==> src/logic/chan_regs_pkg.sv <==
// Constants and types shared by the channel reset and status register bank.
package chan_regs_pkg;

  // Management frame addressing.
  localparam logic [4:0] PORT_ADDR = 5'h00; // Arbitrary port address.
  localparam logic [4:0] DEV_ADDR = 5'h1e;
  localparam logic [1:0] START_CODE = 2'h0;
  localparam logic [1:0] OP_ADDRESS = 2'h0;
  localparam logic [1:0] OP_WRITE = 2'h1;
  localparam logic [1:0] OP_READ_INC = 2'h2;
  localparam logic [1:0] OP_READ = 2'h3;
  localparam logic [5:0] PREAMBLE_ONES = 6'h20;
  localparam logic [4:0] HDR_LAST_BIT = 5'h0d;
  localparam logic [4:0] TA_DRIVE_BIT = 5'h0f;
  localparam logic [4:0] FRAME_LAST_BIT = 5'h1f;

  // Register addresses.
  localparam logic [15:0] CHANNEL_RESET_CONTROL_ADDR = 16'h000e;
  localparam logic [15:0] CHANNEL_STATUS_FIRST_ADDR = 16'h000f;
  localparam logic [15:0] LINE_ERROR_TALLY_ADDR = 16'h0010;

  // Reset values.
  localparam logic [7:0] RESET_CONTROL_RST = 8'h00;
  localparam logic [15:0] STATUS_RST = 16'h0000;
  localparam logic [15:0] TALLY_RST = 16'hfffd;
  localparam logic [15:0] TALLY_MAX = 16'hffff;

  // Reset control field positions.
  localparam int DATAPATH_RESET_BIT = 3;
  localparam int TX_RESTART_BIT = 2;
  localparam int RX_RESTART_BIT = 1;

  // Status field positions.
  localparam int ST_PATTERN = 15;
  localparam int ST_ALIGNED = 14;
  localparam int ST_LOS = 13;
  localparam int ST_CAL = 12;
  localparam int ST_AGC = 11;
  localparam int ST_SYNC = 10;
  localparam int ST_RSVD9 = 9;
  localparam int ST_CODE = 8;
  localparam int ST_TX_UNDER = 7;
  localparam int ST_TX_OVER = 6;
  localparam int ST_RX_UNDER = 5;
  localparam int ST_RX_OVER = 4;
  localparam int ST_SYS_LINK = 3;
  localparam int ST_SLAVE_LINK = 2;
  localparam int ST_SYS_PLL = 1;
  localparam int ST_LINE_PLL = 0;

  // Latch kind per status bit: latched-high and latched-low masks; ST_PATTERN is in neither and reads live.
  localparam logic [15:0] LH_MASK = 16'h23f0;
  localparam logic [15:0] LL_MASK = 16'h5c0f;

  typedef enum logic [1:0] {
    MODE_KR = 2'b00,
    MODE_XAUI = 2'b01,
    MODE_KX = 2'b10
  } mode_t;

  typedef enum logic [0:0] {
    FR_PREAMBLE = 1'b0,
    FR_FRAME = 1'b1
  } frame_state_t;

  // Live indications from the channel datapath, all on clk_i.
  typedef struct packed {
    logic line_pattern_locked;
    logic system_lanes_aligned;
    logic line_signal_lost;
    logic line_calibration_finished;
    logic line_gain_loop_locked;
    logic line_sync_achieved;
    logic line_code_violation;
    logic tx_fifo_underflow;
    logic tx_fifo_overflow;
    logic rx_fifo_underflow;
    logic rx_fifo_overflow;
    logic rx_fifo_error;
    logic system_receive_link_up;
    logic alignment_slave_link_up;
    logic system_side_pll_locked;
    logic line_side_pll_locked;
  } channel_status_t;

endpackage

==> src/logic/channel_reset_and_status_regs.sv <==
// Channel reset control and status registers behind a management serial port.
`timescale 1ns/1ns

module channel_reset_and_status_regs
  import chan_regs_pkg::*;
(
  // Clock and reset.
  input wire logic clk_i,
  input wire logic reset_n_i,
  // Management serial pins.
  input wire logic mdc_i,
  input wire logic mdio_i,
  output logic mdio_o,
  output logic mdio_oe_o,
  // Channel indications and mode.
  input wire channel_status_t status_i,
  input wire mode_t mode_i,
  input wire logic decoder_active_i,
  input wire logic jitter_check_i,
  input wire logic functional_mode_i,
  // Channel reset controls.
  output logic datapath_reset_o,
  output logic transmit_buffer_restart_o,
  output logic receive_buffer_restart_o
);

  logic mdc_s1_q, mdc_s2_q, mdc_s3_q;
  logic mdio_s1_q, mdio_s2_q;
  frame_state_t fstate_q;
  logic [5:0] pre_cnt_q;
  logic [4:0] bit_cnt_q;
  logic [12:0] hdr_q;
  logic [15:0] data_q;
  logic [15:0] addr_q;
  logic [1:0] op_q;
  logic hit_q;
  logic [15:0] rd_sh_q;
  logic [7:0] rst_ctl_q;
  logic [15:0] latch_q;
  logic [15:0] tally_q;
  logic mdio_q, mdio_oe_q;

  // The pins are asynchronous to clk_i, so both pass two flip-flops first.
  always_ff @(posedge clk_i or negedge reset_n_i) begin
    if (!reset_n_i) begin
      mdc_s1_q <= 1'b0;
      mdc_s2_q <= 1'b0;
      mdc_s3_q <= 1'b0;
      mdio_s1_q <= 1'b1;
      mdio_s2_q <= 1'b1;
    end else begin
      mdc_s1_q <= mdc_i;
      mdc_s2_q <= mdc_s1_q;
      mdc_s3_q <= mdc_s2_q;
      mdio_s1_q <= mdio_i;
      mdio_s2_q <= mdio_s1_q;
    end
  end

  wire mdc_rise = mdc_s2_q & ~mdc_s3_q;
  wire mdc_fall = ~mdc_s2_q & mdc_s3_q;
  wire in_frame = (fstate_q == FR_FRAME);
  wire [13:0] hdr_next = {hdr_q, mdio_s2_q};
  wire [15:0] data_next = {data_q[14:0], mdio_s2_q};
  wire hdr_done = mdc_rise & in_frame & (bit_cnt_q == HDR_LAST_BIT);
  wire frame_end = mdc_rise & in_frame & (bit_cnt_q == FRAME_LAST_BIT);
  wire hdr_hit = (hdr_next[13:12] == START_CODE) &&
                 (hdr_next[9:5] == PORT_ADDR) && (hdr_next[4:0] == DEV_ADDR);
  wire [1:0] hdr_op = hdr_next[11:10];
  wire hdr_is_read = (hdr_op == OP_READ) || (hdr_op == OP_READ_INC);
  wire read_take = hdr_done & hdr_hit & hdr_is_read;
  wire wr_take = frame_end & hit_q & (op_q == OP_WRITE);
  wire addr_take = frame_end & hit_q & (op_q == OP_ADDRESS);
  wire wr_rst = wr_take & (addr_q == CHANNEL_RESET_CONTROL_ADDR);
  wire rd_status = read_take & (addr_q == CHANNEL_STATUS_FIRST_ADDR);
  wire rd_tally = read_take & (addr_q == LINE_ERROR_TALLY_ADDR);

  // Frame tracking: 32 ones of preamble, then 32 frame bits.
  always_ff @(posedge clk_i or negedge reset_n_i) begin
    if (!reset_n_i) begin
      fstate_q <= FR_PREAMBLE;
      pre_cnt_q <= 6'h00;
      bit_cnt_q <= 5'h00;
      hdr_q <= 13'h0000;
      data_q <= 16'h0000;
    end else if (mdc_rise) begin
      case (fstate_q)
        FR_PREAMBLE: begin
          if (mdio_s2_q) begin
            if (pre_cnt_q != PREAMBLE_ONES) begin
              pre_cnt_q <= pre_cnt_q + 6'h01;
            end
          end else if (pre_cnt_q == PREAMBLE_ONES) begin
            fstate_q <= FR_FRAME;
            bit_cnt_q <= 5'h01;
            hdr_q <= 13'h0000;
          end else begin
            pre_cnt_q <= 6'h00;
          end
        end
        FR_FRAME: begin
          hdr_q <= hdr_next[12:0];
          data_q <= data_next;
          bit_cnt_q <= bit_cnt_q + 5'h01;
          if (bit_cnt_q == FRAME_LAST_BIT) begin
            fstate_q <= FR_PREAMBLE;
            pre_cnt_q <= 6'h00;
          end
        end
        default: begin
          fstate_q <= FR_PREAMBLE;
        end
      endcase
    end
  end

  // Operation capture and register address pointer.
  always_ff @(posedge clk_i or negedge reset_n_i) begin
    if (!reset_n_i) begin
      op_q <= OP_ADDRESS;
      hit_q <= 1'b0;
      addr_q <= 16'h0000;
    end else begin
      if (hdr_done) begin
        op_q <= hdr_op;
        hit_q <= hdr_hit;
      end
      if (addr_take) begin
        addr_q <= data_next;
      end else if (read_take && hdr_op == OP_READ_INC) begin
        addr_q <= addr_q + 16'h0001;
      end
    end
  end

  // Reset control register; writes win over the self-clear.
  always_ff @(posedge clk_i or negedge reset_n_i) begin
    if (!reset_n_i) begin
      rst_ctl_q <= RESET_CONTROL_RST;
    end else if (wr_rst) begin
      rst_ctl_q <= data_next[7:0];
    end else if (mdc_rise) begin
      rst_ctl_q[DATAPATH_RESET_BIT] <= 1'b0;
      rst_ctl_q[TX_RESTART_BIT] <= 1'b0;
      rst_ctl_q[RX_RESTART_BIT] <= 1'b0;
    end
  end

  // Registers are not in the reset's reach, so the host may pulse it
  // after configuring the mode without losing that configuration.
  assign datapath_reset_o = rst_ctl_q[DATAPATH_RESET_BIT];
  // KR buffers centre themselves, so the restarts act only in XAUI mode.
  assign transmit_buffer_restart_o =
    rst_ctl_q[TX_RESTART_BIT] & (mode_i == MODE_XAUI);
  assign receive_buffer_restart_o =
    rst_ctl_q[RX_RESTART_BIT] & (mode_i == MODE_XAUI);

  // Live status word with the mode qualifications applied.
  logic [15:0] live;
  wire is_kx = (mode_i == MODE_KX);
  always_comb begin
    live = 16'h0000;
    live[ST_PATTERN] = status_i.line_pattern_locked &
                       (mode_i != MODE_KR);
    live[ST_ALIGNED] = status_i.system_lanes_aligned;
    live[ST_LOS] = status_i.line_signal_lost;
    live[ST_CAL] = status_i.line_calibration_finished;
    live[ST_AGC] = status_i.line_gain_loop_locked;
    live[ST_SYNC] = status_i.line_sync_achieved;
    live[ST_CODE] = status_i.line_code_violation &
                    (decoder_active_i | jitter_check_i);
    live[ST_TX_UNDER] = status_i.tx_fifo_underflow & ~is_kx;
    live[ST_TX_OVER] = status_i.tx_fifo_overflow & ~is_kx;
    live[ST_RX_UNDER] = status_i.rx_fifo_underflow & ~is_kx;
    live[ST_RX_OVER] = is_kx ? status_i.rx_fifo_error :
                       status_i.rx_fifo_overflow;
    live[ST_SYS_LINK] = status_i.system_receive_link_up &
                        (mode_i == MODE_XAUI);
    live[ST_SLAVE_LINK] = status_i.alignment_slave_link_up;
    live[ST_SYS_PLL] = status_i.system_side_pll_locked;
    live[ST_LINE_PLL] = status_i.line_side_pll_locked;
  end

  // A read reloads the live state, but an event in the same cycle still
  // lands because the OR and AND terms are applied to the reloaded value.
  wire [15:0] latch_base = rd_status ? live : latch_q;
  wire [15:0] latch_next = (((latch_base | live) & LH_MASK) |
                            ((latch_base & live) & LL_MASK));
  always_ff @(posedge clk_i or negedge reset_n_i) begin
    if (!reset_n_i) begin
      latch_q <= STATUS_RST;
    end else begin
      latch_q <= latch_next;
    end
  end

  // Error tally saturates rather than wraps; a clear loses no event.
  wire tally_evt = functional_mode_i & status_i.line_code_violation;
  always_ff @(posedge clk_i or negedge reset_n_i) begin
    if (!reset_n_i) begin
      tally_q <= TALLY_RST;
    end else if (rd_tally) begin
      tally_q <= {15'h0000, tally_evt};
    end else if (tally_evt && tally_q != TALLY_MAX) begin
      tally_q <= tally_q + 16'h0001;
    end
  end

  // Read data selection; unmapped addresses read zero.
  wire [15:0] status_word = {live[ST_PATTERN], latch_q[14:10], 1'b0,
                             latch_q[8:0]};
  wire [15:0] rst_word = {8'h00, rst_ctl_q};
  wire [15:0] rd_mux =
    (addr_q == CHANNEL_RESET_CONTROL_ADDR) ? rst_word :
    (addr_q == CHANNEL_STATUS_FIRST_ADDR) ? status_word :
    (addr_q == LINE_ERROR_TALLY_ADDR) ? tally_q : 16'h0000;

  // Read data leaves on falling edges: turnaround zero, then 16 data bits.
  wire rd_frame = in_frame & hit_q & op_q[1];
  always_ff @(posedge clk_i or negedge reset_n_i) begin
    if (!reset_n_i) begin
      rd_sh_q <= 16'h0000;
      mdio_q <= 1'b1;
      mdio_oe_q <= 1'b0;
    end else if (read_take) begin
      rd_sh_q <= rd_mux;
    end else if (mdc_fall) begin
      if (rd_frame && bit_cnt_q == TA_DRIVE_BIT) begin
        mdio_q <= 1'b0;
        mdio_oe_q <= 1'b1;
      end else if (rd_frame && bit_cnt_q > TA_DRIVE_BIT) begin
        mdio_q <= rd_sh_q[15];
        rd_sh_q <= {rd_sh_q[14:0], 1'b0};
        mdio_oe_q <= 1'b1;
      end else begin
        mdio_q <= 1'b1;
        mdio_oe_q <= 1'b0;
      end
    end
  end

  assign mdio_o = mdio_q;
  assign mdio_oe_o = mdio_oe_q;
endmodule

==> config.mk <==
export PLATFORM = sky130hd
export DESIGN_NAME = channel_reset_and_status_regs
export DESIGN_NICKNAME = d
export VERILOG_FILES = /design/src/logic/chan_regs_pkg.sv /design/src/logic/channel_reset_and_status_regs.sv
export SDC_FILE = /design/constraint.sdc
export NUM_CORES = 1
export LEC_CHECK = 0
export ABC_AREA = 1
export BUFFER_PORTS_ARGS = -buffer_cell sky130_fd_sc_hd__buf_4
export CAP_MARGIN = 10
export CORE_AREA = 8 8 118 120
export DETAILED_ROUTE_END_ITERATION = 7
export DIE_AREA = 0 0 126 128
export GPL_ROUTABILITY_DRIVEN = 0
export GPL_TIMING_DRIVEN = 0
export PLACE_DENSITY = 0.74
export SETUP_SLACK_MARGIN = 0.4
export SYNTH_ARGS = -nofsm -noshare
export SYNTH_HDL_FRONTEND = slang
export SYNTH_SLANG_ARGS = --single-unit
==> constraint.sdc <==
create_clock -name clk_i -period 2.8 [get_ports clk_i]
set_clock_uncertainty 0.1 [all_clocks]
set_input_delay 0.28 -clock clk_i [delete_from_list [all_inputs] [get_ports clk_i]]
set_output_delay 0.28 -clock clk_i [all_outputs]
set_load 0.02 [all_outputs]
==> Word level (Yosys, flattened, before mapping) <==
Index checks and enable logic that the tools add are counted.
Widths: inputs -> output; s select.
{ "op_classes": {"add_sub_neg": 4, "order_cmp": 1, "eq_ne": 21, "n_mux": 34, "bitwise": 33, "n_reduce_logical": 21} }
{ "ops": {"columns": ["operator", "n"], "rows": [
  ["$mux 16", 11],
  ["$add 16x1->16 const B", 2],
  ["$eq 16x4->1 const B", 2],
  ["$mux 13", 2],
  ["$pmux 13 s2", 1],
  ["$and 1x1->1", 24],
  ["$mux 6", 4],
  ["$eq 16x5->1 const B", 1],
  ["$ne 16x16->1 const B", 1],
  ["$and 15x15->15", 1],
  ["$mux 15", 1],
  ["$or 14x15->15", 1],
  ["$or 14x14->14", 1],
  ["$pmux 6 s2", 1],
  ["$reduce_bool 2->1", 6],
  ["$eq 5x4->1 const B", 2],
  ["$eq 5x5->1 const B", 2],
  ["$mux 5", 2],
  ["$pmux 5 s2", 1],
  ["$mux 1", 8],
  ["$add 6x1->6 const B", 1],
  ["$eq 2x2->1 const B", 3],
  ["$eq 6x6->1 const B", 1],
  ["$logic_and 1x1->1", 6],
  ["other kinds (17)", 29]
]} }
{ "totals": {"register_bits": 121, "in_bits": 25, "out_inout_bits": 5} }

==> Logic depth before layout (Yosys ltp) <==
{ "depth": {"word_depth": 10, "ltp_mapped": 13, "mapped_depth_nobuf": 12} }

==> Worst setup path before layout <==
OpenSTA, ideal clock, no wires.
{ "synth_path": {"kind": "register to register", "startpoint": "reg bit_cnt_q[0]", "endpoint": "reg addr_q[3]", "setup_ns": 0.117, "arrival_ns": 1.787, "slack_ns": 0.796, "path_stages_with_launch": 14, "n_path_buf": 2, "cell_sequence": "dfrtp_1 > ha_1 > nand2_1 > nor2_1 > ha_1 > inv_1 > nor3_2 > nand2_1 > buf_2 > buf_2 > nand2_1 > o21ai_1 > nand2_1 > nand2_1"} }
{ "synth_via": {"elab_chain_cells": 6} }
{ "synth_rtl": {"columns": ["element", "line", "rtl"], "rows": [
  ["from (decl)", "channel_reset_and_status_regs.sv:31", "logic [4:0] bit_cnt_q;"],
  ["from (signal assigned)", "channel_reset_and_status_regs.sv:104", "bit_cnt_q <= bit_cnt_q + 5'h01;"],
  ["$eq 5x4->1", "channel_reset_and_status_regs.sv:65", "wire hdr_done = mdc_rise & in_frame & (bit_cnt_q == HDR_LAST_BIT);"],
  ["$and 1x1->1", "channel_reset_and_status_regs.sv:65", null],
  ["$and 1x1->1 (2 in a row)", "channel_reset_and_status_regs.sv:71", "wire read_take = hdr_done & hdr_hit & hdr_is_read;"],
  ["$logic_and 1x1->1", "channel_reset_and_status_regs.sv:130", "end else if (read_take && hdr_op == OP_READ_INC) begin"],
  ["$reduce_bool 2->1 (no line)", null, null],
  ["to (signal assigned)", "channel_reset_and_status_regs.sv:129", "addr_q <= data_next;"],
  ["to (signal assigned)", "channel_reset_and_status_regs.sv:131", "addr_q <= addr_q + 16'h0001;"],
  ["to (decl)", "channel_reset_and_status_regs.sv:34", "logic [15:0] addr_q;"]
]} }
Parallel ways exist; a longest one is shown, timed or not.
A chain may end at the register's enable or synchronous reset.

==> Worst setup path after layout <==
{ "layout_path": {"startpoint": "reg bit_cnt_q[0]", "endpoint": "reg addr_q[13]"} }
Same word-level chain as after synthesis.

==> impl_metrics.yaml <==
worst_setup_path:
  cp_common_cell: "nand2_1"
  critical_path_class: "flop to flop"
  worstSetupStartpoint: "bit_cnt_q[0]$_DFFE_PN0P_"
  path_cells: "ha_1 -> nand2_1 -> nor2_2 -> ha_1 -> inv_1 -> nor3_2 -> nand2_1 -> buf_4 -> clkbuf_4 -> nand3_1 -> nand2_1 -> nand2_1 -> nand2_1"
  timing.critical_path.slowest_stage_cell: "dfrtp_1"
  crit_path_end_kind: "flop"
  cp_data_arrival_time_ns: 2.44
  crit_fanout: 10
  timing.critical_path.max_delay_family: "simple AND/OR/NAND/NOR gates"
  worstReg2RegStart: "bit_cnt_q[0]$_DFFE_PN0P_"
  critical_path.max_stage_delay_ns: 0.40
  path_buf_inv: 3
  critical_path.startpoint_type: "flop"
  required_ns: 3.00
power_and_ir_drop:
  max-vdd-ir-drop_v: 0.000513
  power_density_nw_per_um2: 657
  leakagePower_nw: 3.68
detailed_routing:
  drt.antenna.violating_nets: 0
  total_via_count_in_the_routed_design: 5826
  detail_route.first_pass.iterations: 6
  detailedRoute.firstIterationViolations: 643
  detail_route.wirelength_mm: 16.2
  drt-vias-per-instance: 5.31
  final_routed_wire_length_divided_by_cell_count_um: 14.8
  route.detailed.drc: 0
synthesis:
  post_synth_instance_area_um2: 6510
  synth_largest_type_area_fraction_pct: 39.2
  syn-num-nets: 905
  synthTopCellsByArea: "dfrtp_1 39%, nand2_1 17%, dfstp_2 7.3%"
  synthesis.area_per_instance_um2: 7.49
  ys.warnings.count: 0
  cell_taking_the_most_area_after_synthesis: "dfrtp_1"
  synth_most_common_cell: "nand2_1"
  ys_seq_elements: 120
  synth.top_cells.by_count: "291 x nand2_1, 102 x dfrtp_1, 94 x nor2_1"
  synth-edff-count: 0
  synth-main-ff-cell: "dfrtp_1"
  sequential_area_share_after_synthesis_pct: 46.4
  synthArstFlopShare_pct: 100
  synth.lib_cells_used.distinct: 38
  syn-instance-count: 870
floorplanning:
  core_area_um2: 12200
  floorplan.die.height_um: 128
  floorplan.io_pins: 30
  dieArea_um2: 16100
  die_w_um: 126
  fp-row-count: 41
  floorplan.initialDensity_pct: 53.4
global_routing:
  number_of_antenna_violations_at_the_first_check_in_global_routing: 0
  global_route.usage.total_pct: 21.2
  grt_first_pass_wirelength_mm: 27.2
  grt_pass1_vias: 5696
  maximum_number_of_pins_on_one_net_before_global_route_repair: 85
  grt-ovfl-total: 0
timing:
  max_clock_freq_mhz: 446
  rsz_0062_raised_after_global_routing: "true"
  setup_tns_ns: 0
  finalSetupViolCount: 0
  timing.final.hold_violations: 0
  slew_viol_final: 0
  layout_setup_ws_ns: 0.559
  period_share_pct: 80.0
  max_slew.worst_pin.slew_ns: 0.545
  timing.final.crit_period_ns: 2.24
  final.hold.worst_slack_ns: 0.0209
  maxSlewHeadroom_pct: 63.7
final_layout:
  antennaDiodeCount: 0
  areaGrowthSynthToFinish_pct: 18.5
  final_cells: 1098
  layout.nets: 970
  drive_above_1_share_pct: 13.0
flow_run:
  max-cap-violations: 0
min_path:
  hold_path_startpoint: "status_i[0]"
  hold_path.class: "input port to flop"
clock_network:
  clockBufferDepth: 2
  htreeDepth: 4
  clock_latency_ns: 0.42
  worst_setup_hold_path_clk_slew_ns: 0.06
  clock_tree_from_tritoncts: "built"
  clockRootBuffer: "clkbuf_16"
  numCtsBuffers: 17
  clock-sinks: 120
placed_design:
  port-buffer-count: 29
  hpwl_mm: 11.3
  dpl_worst_slack_ns: 0.452
  dp.cells: 1050
status:
  status: "finished, final reports clean"
==> per-layer routing <==
metal	wire length, um	global-route usage, %	vias up
met5	0	0	-
met2	7920	35.3	139
met1	7430	26.6	2753
met3	706	5.87	16
li1	-	-	2918
met4	177	5.80	0
==> area by class of cell <==
class / instances / area (um2)
clock buffer: 20 / 457
inverter: 91 / 343
buffer: 23 / 140
multi-input combinational: 636 / 3020
clock inverter: 12 / 140
tap: 150 / 188
sequential: 120 / 3030
fill: 1074 / 4490
timing repair buffer: 46 / 404
==> cells in the final DEF, fill, tap and decap left out, types with 4 or more instances in the layout <==
cell type | synthesis | routed
nand2_1 | 291 | 291
dfrtp_1 | 102 | 102
nor2_1 | 94 | 92
inv_1 | 80 | 80
o21ai_0 | 61 | 61
nand3_1 | 45 | 45
buf_4 | 2 | 33
o21ai_1 | 20 | 20
xor2_1 | 18 | 18
dfstp_2 | 18 | 18
clkbuf_16 | 0 | 17
nand4_1 | 16 | 16
nor3_1 | 15 | 15
a21oi_1 | 15 | 15
dlygate4sd3_1 | 0 | 14
o22ai_1 | 11 | 11
ha_1 | 10 | 10
clkbuf_1 | 9 | 9
inv_2 | 7 | 7
nand3b_1 | 7 | 7
buf_2 | 8 | 6
o21a_1 | 6 | 6
buf_6 | 4 | 5
inv_6 | 0 | 5
nor2_2 | 2 | 4
nor2_4 | 4 | 4
==> final timing paths <==
| check | to | slack (ns) | cells after the start |
|---|---|---|---|
| worst max-delay path | addr_q[13]$_DFFE_PN0P_ | 0.56 | 13 |
| worst min-delay path | latch_q[0]$_DFF_PN0_ | 0.02 | 2 |
| worst max register to register | addr_q[13]$_DFFE_PN0P_ | 0.56 | 13 |
| worst min register to register | mdc_s2_q$_DFF_PN0_ | 0.25 | 0 |
| max in group asynchronous | tally_q[8]$_DFFE_PN1P_ | 1.62 | 3 |
| min in group asynchronous | pre_cnt_q[5]$_DFFE_PN0P_ | 0.23 | 2 |
==> flip-flops by register name, indices dropped and copies added, names as in the netlist, 2 cells and up <==
register,cells
rst_ctl_q,8
op_q,2
latch_q,14
data_q,15
hdr_q,13
bit_cnt_q,5
tally_q,16
pre_cnt_q,6
addr_q,16
rd_sh_q,16
==> metrics by stage <==
stage	total power, mW	instance area (um2)	util [%]
after floorplan	2.58	6510	-
after global placement	2.80	6920	56.7
after detailed placement	2.84	6950	56.9
after CTS	5.07	7690	63.0
after global routing	5.31	7720	63.2
final	5.07	7720	63.2
==> cell families after synthesis <==
family,Yosys count,synth area share [%]
adders and majority gates,10,1.92
DFF,120,46.4
AOI/OAI and AO/OA,119,9.80
xor gates and xnor gates,20,2.69
and+or+nand+nor,487,31.8
buffers and inverters,114,7.32
==> where the power goes <==
part,switching [mW],internal (mW)
Clock,0.845,1.37
Sequential,0.171,1.96
Combinational,0.461,0.260
Total,1.48,3.59
==> what timing repair did <==
item | in CTS | in global routing
endpoints found under the setup margin | 0 | 28
endpoints found under the hold margin | 49 | 0
setup buffers | 0 | 2
gates resized for setup | 0 | 8
hold buffers | 14 | 0
Power figures use the tool's default switching activity.
